--- src/lcd_port_pkg.sv ---
// constants, types and command codes of the serial command port
// assumes one 10 MHz clock and a synchronous active-low reset
`default_nettype none
package lcd_port_pkg;
   localparam int CLK_HZ = 10_000_000;
   localparam int FRAME_HZ = 80;
   localparam int FRAME_DIV_CYC = CLK_HZ / FRAME_HZ;
   localparam int KEY_STEP_US = 100;
   localparam int KEY_STEP_CYC = (CLK_HZ / 1_000_000) * KEY_STEP_US;
   localparam logic [3:0] BIT_CNT_FULL = 4'h8;
   localparam logic [3:0] BIT_CNT_ONE = 4'h1;
   localparam logic [7:0] CMD_DISPLAY_WRITE = 8'hA0;
   localparam logic [7:0] CMD_KEY_READ = 8'hB0;
   localparam logic [1:0] ADDR_SET_TAG = 2'h0;
   localparam logic [3:0] CMD_DRIVE_CTRL = 4'h8;
   localparam logic [3:0] CMD_PORT_CTRL = 4'h9;
   localparam logic [3:0] CMD_GPO_DATA = 4'hC;
   localparam logic [3:0] CMD_DIV_RATIO = 4'hD;
   localparam logic [3:0] CMD_PIN_CTRL = 4'hE;
   localparam logic [1:0] CLKSEL_EXT = 2'h3;
   localparam int RAM_DEPTH = 51;
   localparam int RAM_WIDTH = 4;
   localparam int ADDR_W = 6;
   localparam logic [5:0] ADDR_LAST = 6'h32;
   localparam logic [5:0] ADDR_ONE = 6'h01;
   localparam logic [2:0] GROUP_QUARTER = 3'h4;
   localparam logic [2:0] GROUP_THIRD = 3'h3;
   localparam logic [2:0] BYTE_LAST_BIT = 3'h7;
   localparam int KEY_SCAN_N = 6;
   localparam int KEY_SENSE_N = 5;
   localparam int KEY_BITS = 30;
   localparam int KEY_SHIFT_W = 32;
   localparam logic [1:0] KEY_PAD = 2'h3;
   localparam logic [2:0] SCAN_LAST = 3'h5;
   localparam logic [5:0] SCAN_ONE = 6'h01;
   localparam logic [7:0] EXT_DIV_LOW = 8'hFF;
   localparam logic [3:0] DRIVE_CTRL_RST = 4'h2;
   localparam logic [3:0] DIV_RATIO_RST = 4'h0;
   localparam logic [3:0] GPO_RST = 4'h0;
   localparam logic [2:0] PIN_CTRL_RST = 3'h0;
   localparam int FIFO_DEPTH = 4;

   typedef enum logic [1:0] {
      MODE_CMD = 2'b00,
      MODE_DATA = 2'b01,
      MODE_READ = 2'b10
   } port_mode_t;

   typedef enum logic [1:0] {
      ENT_DATA = 2'b00,
      ENT_ADDR = 2'b01,
      ENT_FLUSH = 2'b10
   } entry_kind_t;

   typedef struct packed {
      entry_kind_t kind;
      logic [7:0] payload;
   } fifo_entry_t;

   typedef struct packed {
      logic [1:0] clock_select_field;
      logic quarter_duty;
      logic bias_third;
   } drive_ctrl_t;

   typedef struct packed {
      logic display_on;
      logic key_scan_seg;
      logic key_sense_seg;
   } pin_ctrl_t;
endpackage
`default_nettype wire

--- src/entry_fifo.sv ---
// small flip-flop fifo with valid and ready on both sides
// assumes a single clock and synchronous active-low reset
`timescale 1ns/1ns
`default_nettype none
module entry_fifo #(
   parameter int WIDTH = 10,
   parameter int DEPTH = 4
) (
   input wire logic mclk_i,
   input wire logic rst_n_i,
   input wire logic in_valid_i,
   input wire logic [WIDTH-1:0] in_data_i,
   output logic in_ready_o,
   output logic out_valid_o,
   output logic [WIDTH-1:0] out_data_o,
   input wire logic out_ready_i
);
   localparam int PW = (DEPTH > 1) ? $clog2(DEPTH) : 1;
   localparam int CW = $clog2(DEPTH + 1);
   localparam logic [PW-1:0] PTR_LAST = PW'(DEPTH - 1);
   localparam logic [CW-1:0] CNT_FULL = CW'(DEPTH);

   logic [WIDTH-1:0] mem_q [DEPTH];
   logic [WIDTH-1:0] mem_d [DEPTH];
   logic [PW-1:0] wr_q, wr_d, rd_q, rd_d;
   logic [CW-1:0] cnt_q, cnt_d;
   logic push, pop;

   assign in_ready_o = (cnt_q != CNT_FULL);
   assign out_valid_o = (cnt_q != '0);
   assign out_data_o = mem_q[rd_q];

   always_comb begin
      push = in_valid_i && in_ready_o;
      pop = out_valid_o && out_ready_i;
      mem_d = mem_q;
      wr_d = wr_q;
      rd_d = rd_q;
      cnt_d = cnt_q;
      if (push) begin
         mem_d[wr_q] = in_data_i;
         wr_d = (wr_q == PTR_LAST) ? '0 : wr_q + 1'b1;
      end
      if (pop) begin
         rd_d = (rd_q == PTR_LAST) ? '0 : rd_q + 1'b1;
      end
      if (push && !pop) begin
         cnt_d = cnt_q + 1'b1;
      end else if (pop && !push) begin
         cnt_d = cnt_q - 1'b1;
      end
   end

   always_ff @(posedge mclk_i) begin
      mem_q <= mem_d;
      if (!rst_n_i) begin
         wr_q <= '0;
         rd_q <= '0;
         cnt_q <= '0;
      end else begin
         wr_q <= wr_d;
         rd_q <= rd_d;
         cnt_q <= cnt_d;
      end
   end
endmodule
`default_nettype wire

--- src/lcd_serial_command_port.sv ---
// three-wire serial command port with display ram, key scan and divider
// assumes pins synchronous to mclk_i and the serial clock well below it
// Notes on behaviour
// chip select high clears bit counter
// serial inputs honoured only with select low
// host sends bytes msb first
// sample on rise, byte on eighth fall
// short byte at select rise is dropped
// key read enters read mode, shifts out
// select high leaves read mode at once
// first byte after select fall is command
// other commands keep command mode
// display write makes later bytes data
// data mode decodes no commands
// display ram of 51 four-bit words
// address set, step per group by duty
// reset pin low blocks transfers, display
// fourth common becomes segment in third duty
// first four segments switch to gpo
// scan and sense lines become segments
// thirty keys, scan only on press
// duty and bias selectable
// clock select 11 divides external clock
// host holds external clock low otherwise
// host pulls up open-drain key output
// commit by group, drop short group
// key output released outside read mode
// each select fall restarts command decode
`timescale 1ns/1ns
`default_nettype none
module lcd_serial_command_port
   import lcd_port_pkg::*;
#(
   parameter int INT_FRAME_DIV = FRAME_DIV_CYC
) (
   input wire logic mclk_i,
   input wire logic rst_n_i,
   input wire logic chip_select_low_i,
   input wire logic serial_clock_i,
   input wire logic serial_data_in_i,
   input wire logic reset_in_low_i,
   input wire logic ext_clock_in_i,
   input wire logic [KEY_SENSE_N-1:0] key_sense_in_i,
   output logic key_data_out_o,
   output logic key_data_oe_n_o,
   output logic [KEY_SCAN_N-1:0] key_scan_out_o,
   output logic [RAM_DEPTH*RAM_WIDTH-1:0] display_ram_o,
   output logic display_enable_o,
   output logic quarter_duty_o,
   output logic bias_third_o,
   output logic common4_is_seg41_o,
   output logic [3:0] gpo_enable_o,
   output logic [3:0] gpo_level_o,
   output logic key_scan_is_seg_o,
   output logic key_sense_is_seg_o,
   output logic frame_tick_o,
   output logic fifo_overrun_o
);
   localparam int FRAME_CNT_W = ($clog2(INT_FRAME_DIV) > 12) ?
      $clog2(INT_FRAME_DIV) : 12;
   localparam int STEP_W = $clog2(KEY_STEP_CYC);

   // serial front end and command decode
   logic sclk_q, sclk_d, active_q, active_d, read_pend_q, read_pend_d;
   logic [3:0] bit_cnt_q, bit_cnt_d;
   logic [7:0] shift_q, shift_d;
   port_mode_t mode_q, mode_d;
   logic [KEY_SHIFT_W-1:0] key_sh_q, key_sh_d;
   logic key_oe_n_q, key_oe_n_d, flush_pend_q, flush_pend_d;
   logic overrun_q, overrun_d;
   drive_ctrl_t drive_q, drive_d;
   pin_ctrl_t pin_q, pin_d;
   logic [3:0] gpo_en_q, gpo_en_d, gpo_lvl_q, gpo_lvl_d, ratio_q, ratio_d;
   logic active, rise, fall, frame_end, push_valid, push_ready;
   fifo_entry_t push_entry;
   logic [KEY_BITS-1:0] key_q, key_d;


   assign active = !chip_select_low_i && reset_in_low_i;
   assign rise = active && serial_clock_i && !sclk_q;
   assign fall = active && !serial_clock_i && sclk_q;
   assign frame_end = active_q && !active;

   always_comb begin
      logic data_req;
      data_req = 1'b0;
      sclk_d = serial_clock_i;
      active_d = active;
      bit_cnt_d = bit_cnt_q;
      shift_d = shift_q;
      mode_d = mode_q;
      read_pend_d = read_pend_q;
      key_sh_d = key_sh_q;
      drive_d = drive_q;
      pin_d = pin_q;
      gpo_en_d = gpo_en_q;
      gpo_lvl_d = gpo_lvl_q;
      ratio_d = ratio_q;
      flush_pend_d = flush_pend_q;
      overrun_d = overrun_q;
      push_valid = 1'b0;
      push_entry = '{kind: ENT_DATA, payload: shift_q};
      if (!active) begin
         bit_cnt_d = '0;
         mode_d = MODE_CMD;
         read_pend_d = 1'b0;
      end else begin
         if (rise) begin
            shift_d = {shift_q[6:0], serial_data_in_i};
            bit_cnt_d = bit_cnt_q + BIT_CNT_ONE;
            if (bit_cnt_q == BIT_CNT_FULL - BIT_CNT_ONE &&
                mode_q == MODE_CMD) begin
               read_pend_d = (shift_d == CMD_KEY_READ);
            end
         end
         if (fall && mode_q == MODE_READ) begin
            key_sh_d = {key_sh_q[KEY_SHIFT_W-2:0], 1'b1};
         end
         if (fall && bit_cnt_q == BIT_CNT_FULL) begin
            bit_cnt_d = '0;
            read_pend_d = 1'b0;
            case (mode_q)
               MODE_CMD: begin
                  if (read_pend_q) begin
                     mode_d = MODE_READ;
                     key_sh_d = {key_q, KEY_PAD};
                  end else if (shift_q == CMD_DISPLAY_WRITE) begin
                     mode_d = MODE_DATA;
                  end else if (shift_q[7:6] == ADDR_SET_TAG) begin
                     data_req = 1'b1;
                     push_entry.kind = ENT_ADDR;
                  end else if (shift_q[7:4] == CMD_DRIVE_CTRL) begin
                     drive_d = drive_ctrl_t'(shift_q[3:0]);
                  end else if (shift_q[7:4] == CMD_PORT_CTRL) begin
                     gpo_en_d = shift_q[3:0];
                  end else if (shift_q[7:4] == CMD_GPO_DATA) begin
                     gpo_lvl_d = shift_q[3:0];
                  end else if (shift_q[7:4] == CMD_DIV_RATIO) begin
                     ratio_d = shift_q[3:0];
                  end else if (shift_q[7:4] == CMD_PIN_CTRL) begin
                     pin_d = pin_ctrl_t'(shift_q[2:0]);
                  end
               end
               MODE_DATA: begin
                  data_req = 1'b1;
               end
               default: begin
               end
            endcase
         end
      end
      if (frame_end || flush_pend_q) begin
         push_valid = 1'b1;
         push_entry = '{kind: ENT_FLUSH, payload: 8'h00};
         flush_pend_d = !push_ready;
      end else begin
         push_valid = data_req;
      end
      if ((push_valid && !push_ready) || (data_req && flush_pend_q)) begin
         overrun_d = 1'b1;
      end

      key_oe_n_d = !(mode_d == MODE_READ && !key_sh_d[KEY_SHIFT_W-1]);
   end

   always_ff @(posedge mclk_i) begin
      if (!rst_n_i) begin
         sclk_q <= 1'b0;
         active_q <= 1'b0;
         bit_cnt_q <= '0;
         shift_q <= '0;
         mode_q <= MODE_CMD;
         read_pend_q <= 1'b0;
         key_sh_q <= '1;
         key_oe_n_q <= 1'b1;
         drive_q <= drive_ctrl_t'(DRIVE_CTRL_RST);
         pin_q <= pin_ctrl_t'(PIN_CTRL_RST);
         gpo_en_q <= GPO_RST;
         gpo_lvl_q <= GPO_RST;
         ratio_q <= DIV_RATIO_RST;
         flush_pend_q <= 1'b0;
         overrun_q <= 1'b0;
      end else begin
         sclk_q <= sclk_d;
         active_q <= active_d;
         bit_cnt_q <= bit_cnt_d;
         shift_q <= shift_d;
         mode_q <= mode_d;
         read_pend_q <= read_pend_d;
         key_sh_q <= key_sh_d;
         key_oe_n_q <= key_oe_n_d;
         drive_q <= drive_d;
         pin_q <= pin_d;
         gpo_en_q <= gpo_en_d;
         gpo_lvl_q <= gpo_lvl_d;
         ratio_q <= ratio_d;
         flush_pend_q <= flush_pend_d;
         overrun_q <= overrun_d;
      end
   end

   // buffered path to the ram packer
   logic pk_valid, pk_ready, pk_write, cur_bit;
   fifo_entry_t pk_entry;

   entry_fifo #(.WIDTH($bits(fifo_entry_t)), .DEPTH(FIFO_DEPTH)) u_fifo (
      .mclk_i(mclk_i),
      .rst_n_i(rst_n_i),
      .in_valid_i(push_valid),
      .in_data_i(push_entry),
      .in_ready_o(push_ready),
      .out_valid_o(pk_valid),
      .out_data_o(pk_entry),
      .out_ready_i(pk_ready)
   );

   logic [RAM_WIDTH-1:0] ram_q [RAM_DEPTH];
   logic [RAM_WIDTH-1:0] ram_d [RAM_DEPTH];
   logic [RAM_WIDTH-1:0] acc_q, acc_d, new_acc;
   logic [2:0] bit_idx_q, bit_idx_d, grp_q, grp_d, group_len;
   logic [ADDR_W-1:0] addr_q, addr_d;

   assign group_len = drive_q.quarter_duty ? GROUP_QUARTER : GROUP_THIRD;

   always_comb begin
      ram_d = ram_q;
      acc_d = acc_q;
      bit_idx_d = bit_idx_q;
      grp_d = grp_q;
      addr_d = addr_q;
      pk_ready = 1'b0;
      pk_write = 1'b0;
      cur_bit = pk_entry.payload[~bit_idx_q];
      new_acc = acc_q;
      new_acc[grp_q[1:0]] = cur_bit;
      if (pk_valid) begin
         case (pk_entry.kind)
            ENT_DATA: begin
               acc_d = new_acc;
               bit_idx_d = bit_idx_q + 3'h1;
               pk_ready = (bit_idx_q == BYTE_LAST_BIT);
               if (grp_q == group_len - 3'h1) begin
                  pk_write = 1'b1;
                  grp_d = '0;
                  acc_d = '0;
                  if (addr_q <= ADDR_LAST) begin
                     ram_d[addr_q] = drive_q.quarter_duty ? new_acc :
                        {1'b0, new_acc[2:0]};
                  end
                  addr_d = (addr_q == ADDR_LAST) ? '0 : addr_q + ADDR_ONE;
               end else begin
                  grp_d = grp_q + 3'h1;
               end
            end
            ENT_ADDR: begin
               addr_d = pk_entry.payload[ADDR_W-1:0];
               grp_d = '0;
               acc_d = '0;
               pk_ready = 1'b1;
            end
            default: begin
               grp_d = '0;
               acc_d = '0;
               pk_ready = 1'b1;
            end
         endcase
      end
   end

   always_ff @(posedge mclk_i) begin
      ram_q <= ram_d;
      if (!rst_n_i) begin
         acc_q <= '0;
         bit_idx_q <= '0;
         grp_q <= '0;
         addr_q <= '0;
      end else begin
         acc_q <= acc_d;
         bit_idx_q <= bit_idx_d;
         grp_q <= grp_d;
         addr_q <= addr_d;
      end
   end

   for (genvar i = 0; i < RAM_DEPTH; i++) begin : g_ram_out
      assign display_ram_o[i*RAM_WIDTH +: RAM_WIDTH] = ram_q[i];
   end

   // key scan, frame divider and pin roles
   logic [STEP_W-1:0] step_q, step_d;
   logic [2:0] scan_idx_q, scan_idx_d;
   logic scanning_q, scanning_d, step_tick, ext_q, ext_d;
   logic [KEY_SCAN_N-1:0] scan_out_q, scan_out_d;
   logic [FRAME_CNT_W-1:0] frame_cnt_q, frame_cnt_d;
   logic frame_q, frame_d, disp_en_q, disp_en_d;

   always_comb begin
      step_tick = (step_q == STEP_W'(KEY_STEP_CYC - 1));
      step_d = step_tick ? '0 : step_q + 1'b1;
      scanning_d = scanning_q;
      scan_idx_d = scan_idx_q;
      key_d = key_q;
      if (pin_q.key_scan_seg || pin_q.key_sense_seg) begin
         scanning_d = 1'b0;
      end else if (step_tick) begin
         if (!scanning_q) begin
            if (|key_sense_in_i) begin
               scanning_d = 1'b1;
               scan_idx_d = '0;
            end
         end else begin
            for (int i = 0; i < KEY_SCAN_N; i++) begin
               if (scan_idx_q == 3'(i)) begin
                  key_d[i*KEY_SENSE_N +: KEY_SENSE_N] = key_sense_in_i;
               end
            end
            if (scan_idx_q == SCAN_LAST) begin
               scanning_d = 1'b0;
            end else begin
               scan_idx_d = scan_idx_q + 3'h1;
            end
         end
      end
      if (scanning_d) begin
         scan_out_d = SCAN_ONE << scan_idx_d;
      end else begin
         scan_out_d = pin_q.key_scan_seg ? '0 : '1;
      end
      ext_d = ext_clock_in_i;
      frame_d = 1'b0;
      frame_cnt_d = frame_cnt_q;
      if (drive_q.clock_select_field == CLKSEL_EXT) begin
         if (ext_clock_in_i && !ext_q) begin
            if (frame_cnt_q == FRAME_CNT_W'({ratio_q, EXT_DIV_LOW})) begin
               frame_d = 1'b1;
               frame_cnt_d = '0;
            end else begin
               frame_cnt_d = frame_cnt_q + 1'b1;
            end
         end
      end else if (frame_cnt_q == FRAME_CNT_W'(INT_FRAME_DIV - 1)) begin
         frame_d = 1'b1;
         frame_cnt_d = '0;
      end else begin
         frame_cnt_d = frame_cnt_q + 1'b1;
      end
      disp_en_d = pin_q.display_on && reset_in_low_i;
   end

   always_ff @(posedge mclk_i) begin
      if (!rst_n_i) begin
         step_q <= '0;
         scan_idx_q <= '0;
         scanning_q <= 1'b0;
         key_q <= '0;
         scan_out_q <= '1;
         ext_q <= 1'b0;
         frame_cnt_q <= '0;
         frame_q <= 1'b0;
         disp_en_q <= 1'b0;
      end else begin
         step_q <= step_d;
         scan_idx_q <= scan_idx_d;
         scanning_q <= scanning_d;
         key_q <= key_d;
         scan_out_q <= scan_out_d;
         ext_q <= ext_d;
         frame_cnt_q <= frame_cnt_d;
         frame_q <= frame_d;
         disp_en_q <= disp_en_d;
      end
   end

   assign key_data_out_o = 1'b0;
   assign key_data_oe_n_o = key_oe_n_q;
   assign key_scan_out_o = scan_out_q;
   assign display_enable_o = disp_en_q;
   assign quarter_duty_o = drive_q.quarter_duty;
   assign bias_third_o = drive_q.bias_third;
   assign common4_is_seg41_o = !drive_q.quarter_duty;
   assign gpo_enable_o = gpo_en_q;
   assign gpo_level_o = gpo_lvl_q;
   assign key_scan_is_seg_o = pin_q.key_scan_seg;
   assign key_sense_is_seg_o = pin_q.key_sense_seg;
   assign frame_tick_o = frame_q;
   assign fifo_overrun_o = overrun_q;
endmodule
`default_nettype wire

--- config.mk ---
export PLATFORM = sky130hd
export DESIGN_NAME = lcd_serial_command_port
export DESIGN_NICKNAME = d
export VERILOG_FILES = /design/src/lcd_port_pkg.sv /design/src/entry_fifo.sv /design/src/lcd_serial_command_port.sv
export SDC_FILE = /design/constraint.sdc
export NUM_CORES = 1
export LEC_CHECK = 0
export BUFFER_PORTS_ARGS = -buffer_cell sky130_fd_sc_hd__clkbuf_2
export CAP_MARGIN = 20
export CORE_UTILIZATION = 24
export CTS_BUF_LIST = sky130_fd_sc_hd__clkbuf_4 sky130_fd_sc_hd__clkbuf_8
export DETAILED_ROUTE_END_ITERATION = 8
export PLACE_DENSITY_LB_ADDON = 0.25
export SYNTH_ARGS = -nofsm -noshare
export SYNTH_HDL_FRONTEND = slang
export SYNTH_SLANG_ARGS = --single-unit
--- constraint.sdc ---
create_clock -name mclk_i -period 6.3 [get_ports mclk_i]
set_clock_uncertainty 0.1 [all_clocks]
set_input_delay 0.63 -clock mclk_i [delete_from_list [all_inputs] [get_ports mclk_i]]
set_output_delay 0.63 -clock mclk_i [all_outputs]
set_load 0.005 [all_outputs]
==> impl_metrics.env <==
export IMPL_coreArea_mm2=0.0643
export IMPL_regArea_mm2=0.0106
export IMPL_drc=0
export IMPL_routed_wl_um=38500
export IMPL_ys_ff_latch=408
export IMPL_critPathKind="flop to flop"
export IMPL_cap_violations=0
export IMPL_power_leakage_nw=7.55
export IMPL_synth_edf_count=244
export IMPL_synthArstFlopShare=0
export IMPL_path_cells="mux4_2 > o31ai_1 > ha_1 > inv_1 > fa_1 > xor2_1 > or3_1 > a21boi_0"
export IMPL_cp_slowest_cell="dfxtp_1"
export IMPL_ir_worst_vdd_mv=0.173
export IMPL_tritoncts="done"
export IMPL_required_ps=6770
export IMPL_ys_seq_area_frac=0.680
export IMPL_setup_viol=0
export IMPL_n_antenna_cell=0
export IMPL_grt_usage=0.115
export IMPL_endpoint_kind="flop"
export IMPL_tightest_slew_ps=1030
export IMPL_dpl_worst_slack_ps=2400
export IMPL_timing_slew_headroom=0.310
export IMPL_synth_fp_nets=1254
export IMPL_firstDrtPassIters=4
export IMPL_arrival_ps=3900
export IMPL_start_util=0.243
export IMPL_syn_cell_area_mm2=0.0156
export IMPL_multi_input_area_mm2=0.00475
export IMPL_grt_max_degree=69
export IMPL_synthCells=1218
export IMPL_rows=93
export IMPL_num_io_pins=240
export IMPL_cts_resized_gates=0
export IMPL_num_vias=10100
export IMPL_wl_per_cell_um=16.1
export IMPL_htreeDepth=3
export IMPL_netlist_top_cells_area="edfxtp_1 (47%), dfxtp_1 (21%), mux2i_1 (6.5%), nand2_1 (3.1%), nor2b_1 (2.7%)"
export IMPL_final_layout_size_suffix_gt1_frac=0.256
export IMPL_cts_buffer_depth=3
export IMPL_port_buffers=238
export IMPL_dieArea_mm2=0.0660
export IMPL_ys_flop_type="edfxtp_1"
export IMPL_final_hold_viol_count=0
export IMPL_outcome="finished, final reports clean"
export IMPL_synth_cell_types=63
export IMPL_clockRootBuffer="clkbuf_8"
export IMPL_grt_pass1_vias=9966
export IMPL_powerDensity_mw_per_mm2=326
export IMPL_fmax_mhz=291
export IMPL_hold_class="primary input to flop"
export IMPL_fin_util=0.301
export IMPL_final_max_slew_viol_count=0
export IMPL_clk_pin_slew_ps=60
export IMPL_startpoint_type="flop"
export IMPL_routabilityCongestion=0.762
export IMPL_post_cts_buffers=0
export IMPL_fin_crit_ps=3430
export IMPL_cpLargestDelayFamily="flip-flops"
export IMPL_die_x_um=257
export IMPL_grt_overflow_total=0
export IMPL_timing_hold_ws_ps=94.3
export IMPL_path_buf_inv=1
export IMPL_drtIter0Drc=500
export IMPL_cts_buffers=74
export IMPL_yosys_warnings=0
export IMPL_clock_insertion_delay_worst_skew_ps=660
export IMPL_grt_antenna_before_repair=1
export IMPL_clkSinkCount=408
export IMPL_syn_area_per_cell_um2=12.8
export IMPL_fin_tns_setup_ps=0
export IMPL_final_nets=1522
export IMPL_syn_to_final_growth_pct=24.0
export IMPL_crit_path_max_incr_delay_ps=830
export IMPL_synth_top_area_share=0.469
export IMPL_grt_pass1_wl_um=59200
export IMPL_yosysTopAreaCell="edfxtp_1"
export IMPL_rsz0062_at_grt="false"
export IMPL_die_h_um=257
export IMPL_crit_fanout=25
export IMPL_fin_ws_ps=2870
export IMPL_fillers=6567
export IMPL_ant_nets=0
export IMPL_min_period_over_period=0.545
export IMPL_ctsHoldBuffers=0
export IMPL_viasPerCell=4.20
export IMPL_hpwl_um=25200
[stage by stage]
stage	instances	cell area (um^2)	total power, mW
final	2396	19400	6.31
after detailed placement	2262	17800	3.80
after CTS	2393	19300	6.40
after global routing	2396	19400	6.60
after floorplan	1218	15600	3.54
after global placement	2261	17700	3.80
[layout by cell type, fill, tap and decap left out, types with 4 or more instances in the layout]
cell type    n
nor3_1      13
a21oi_4      4
nor2_1      96
a31oi_1      5
inv_8        5
nand2b_1    14
nand3_2      4
and2_1      21
o21a_1       6
xnor2_1     10
clkbuf_2   237
buf_4        8
nand2_1    129
nor4_1       9
nor2b_1     67
inv_1       20
mux2i_1    102
dfxtp_1    164
or3_1        7
nor3b_1      6
a21boi_0    13
xor2_1      21
nand3b_1     5
clkinv_2     7
nand4_1     12
clkinv_1     7
clkbuf_4    28
ha_1        23
clkbuf_8    80
o21ai_0     55
nand3_1     27
a22oi_1      4
a21oi_1     17
edfxtp_1   244
and3_1      14
[cells in the mapped netlist, drive strengths merged, types with 4 or more instances]
cell      n
a22oi     4
ha       23
a21boi   13
dfxtp   164
nor2b    67
nand3b    5
nand4    12
and3     14
nand3    31
and2     24
inv      20
a21oi    22
nand2b   14
clkbuf   42
buf      14
o21a      6
nor2     96
xor2     21
nor4     10
o21ai    56
xnor2    10
edfxtp  244
or3       7
nand2   132
mux2i   102
nor3     15
a31oi     5
nor3b     6
[sequential cells by signal, indices dropped and copies added, names as in the netlist, 2 cells and up]
signal,cells
u_fifo.cnt_q,3
key_q,30
bit_cnt_q,4
grp_q,3
drive_q,2
step_q,10
u_fifo.mem_q,40
frame_cnt_q,17
key_sh_q,32
acc_q,4
gpo_level_o,4
scan_idx_q,3
gpo_enable_o,4
display_ram_o,204
key_scan_out_o,6
bit_idx_q,3
addr_q,6
u_fifo.wr_q,2
u_fifo.rd_q,2
mode_q,2
shift_q,8
ratio_q,4
[area by class of cell]
| class | count | share of cell area |
|---|---|---|
| clock inverters | 23 | 0.0109 |
| multi-input cells | 734 | 0.245 |
| well taps | 855 | 0.0553 |
| repair buffers | 248 | 0.0686 |
| clock buffers | 108 | 0.0677 |
| flip-flops and latches | 408 | 0.548 |
| inverters | 20 | 0.00388 |
[layer usage]
| layer | up-vias | global-route usage | share of wire |
|---|---|---|---|
| li1 | 4885 | - | - |
| met3 | 71 | 0.0281 | 0.051 |
| met5 | - | 0 | 0 |
| met2 | 302 | 0.182 | 0.45 |
| met1 | 4808 | 0.151 | 0.47 |
| met4 | 0 | 0.0450 | 0.024 |
[cell families (layout without fill, tap and decap cells)]
group                    count (synthesis)  in the layout  synth area share
flip-flops                             408            408             0.680
AND/OR/NAND/NOR                        449            449             0.146
XOR/XNOR                                31             31            0.0174
other                                    1              1          0.000240
adder cells (fa/ha/maj)                 24             24            0.0197
AO/OA/AOI/OAI                          123            123            0.0474
multiplexers                           106            106            0.0698
buffers and inverters                   76            399            0.0192
[worst paths after layout]
path                               start                            to  slack [ps]  cells after the start
max          u_fifo.rd_q[1]$_SDFFE_PN0P_  u_fifo.cnt_q[2]$_SDFFE_PN0P_        2870                      8
min                       ext_clock_in_i              ext_q$_SDFF_PN0_          90                      2
max reg2reg  u_fifo.rd_q[1]$_SDFFE_PN0P_  u_fifo.cnt_q[2]$_SDFFE_PN0P_        2870                      8
min reg2reg     key_sh_q[0]$_SDFFE_PN1N_      key_sh_q[0]$_SDFFE_PN1N_         360                      1
[where the power goes]
part | leakage, nW | total (mW) | switching, mW | internal (mW)
Combinational | 3.10 | 0.674 | 0.460 | 0.214
Sequential | 3.63 | 3.07 | 0.0733 | 3.00
Clock | 0.815 | 2.56 | 1.12 | 1.44
(Power assumes the default switching activity.)
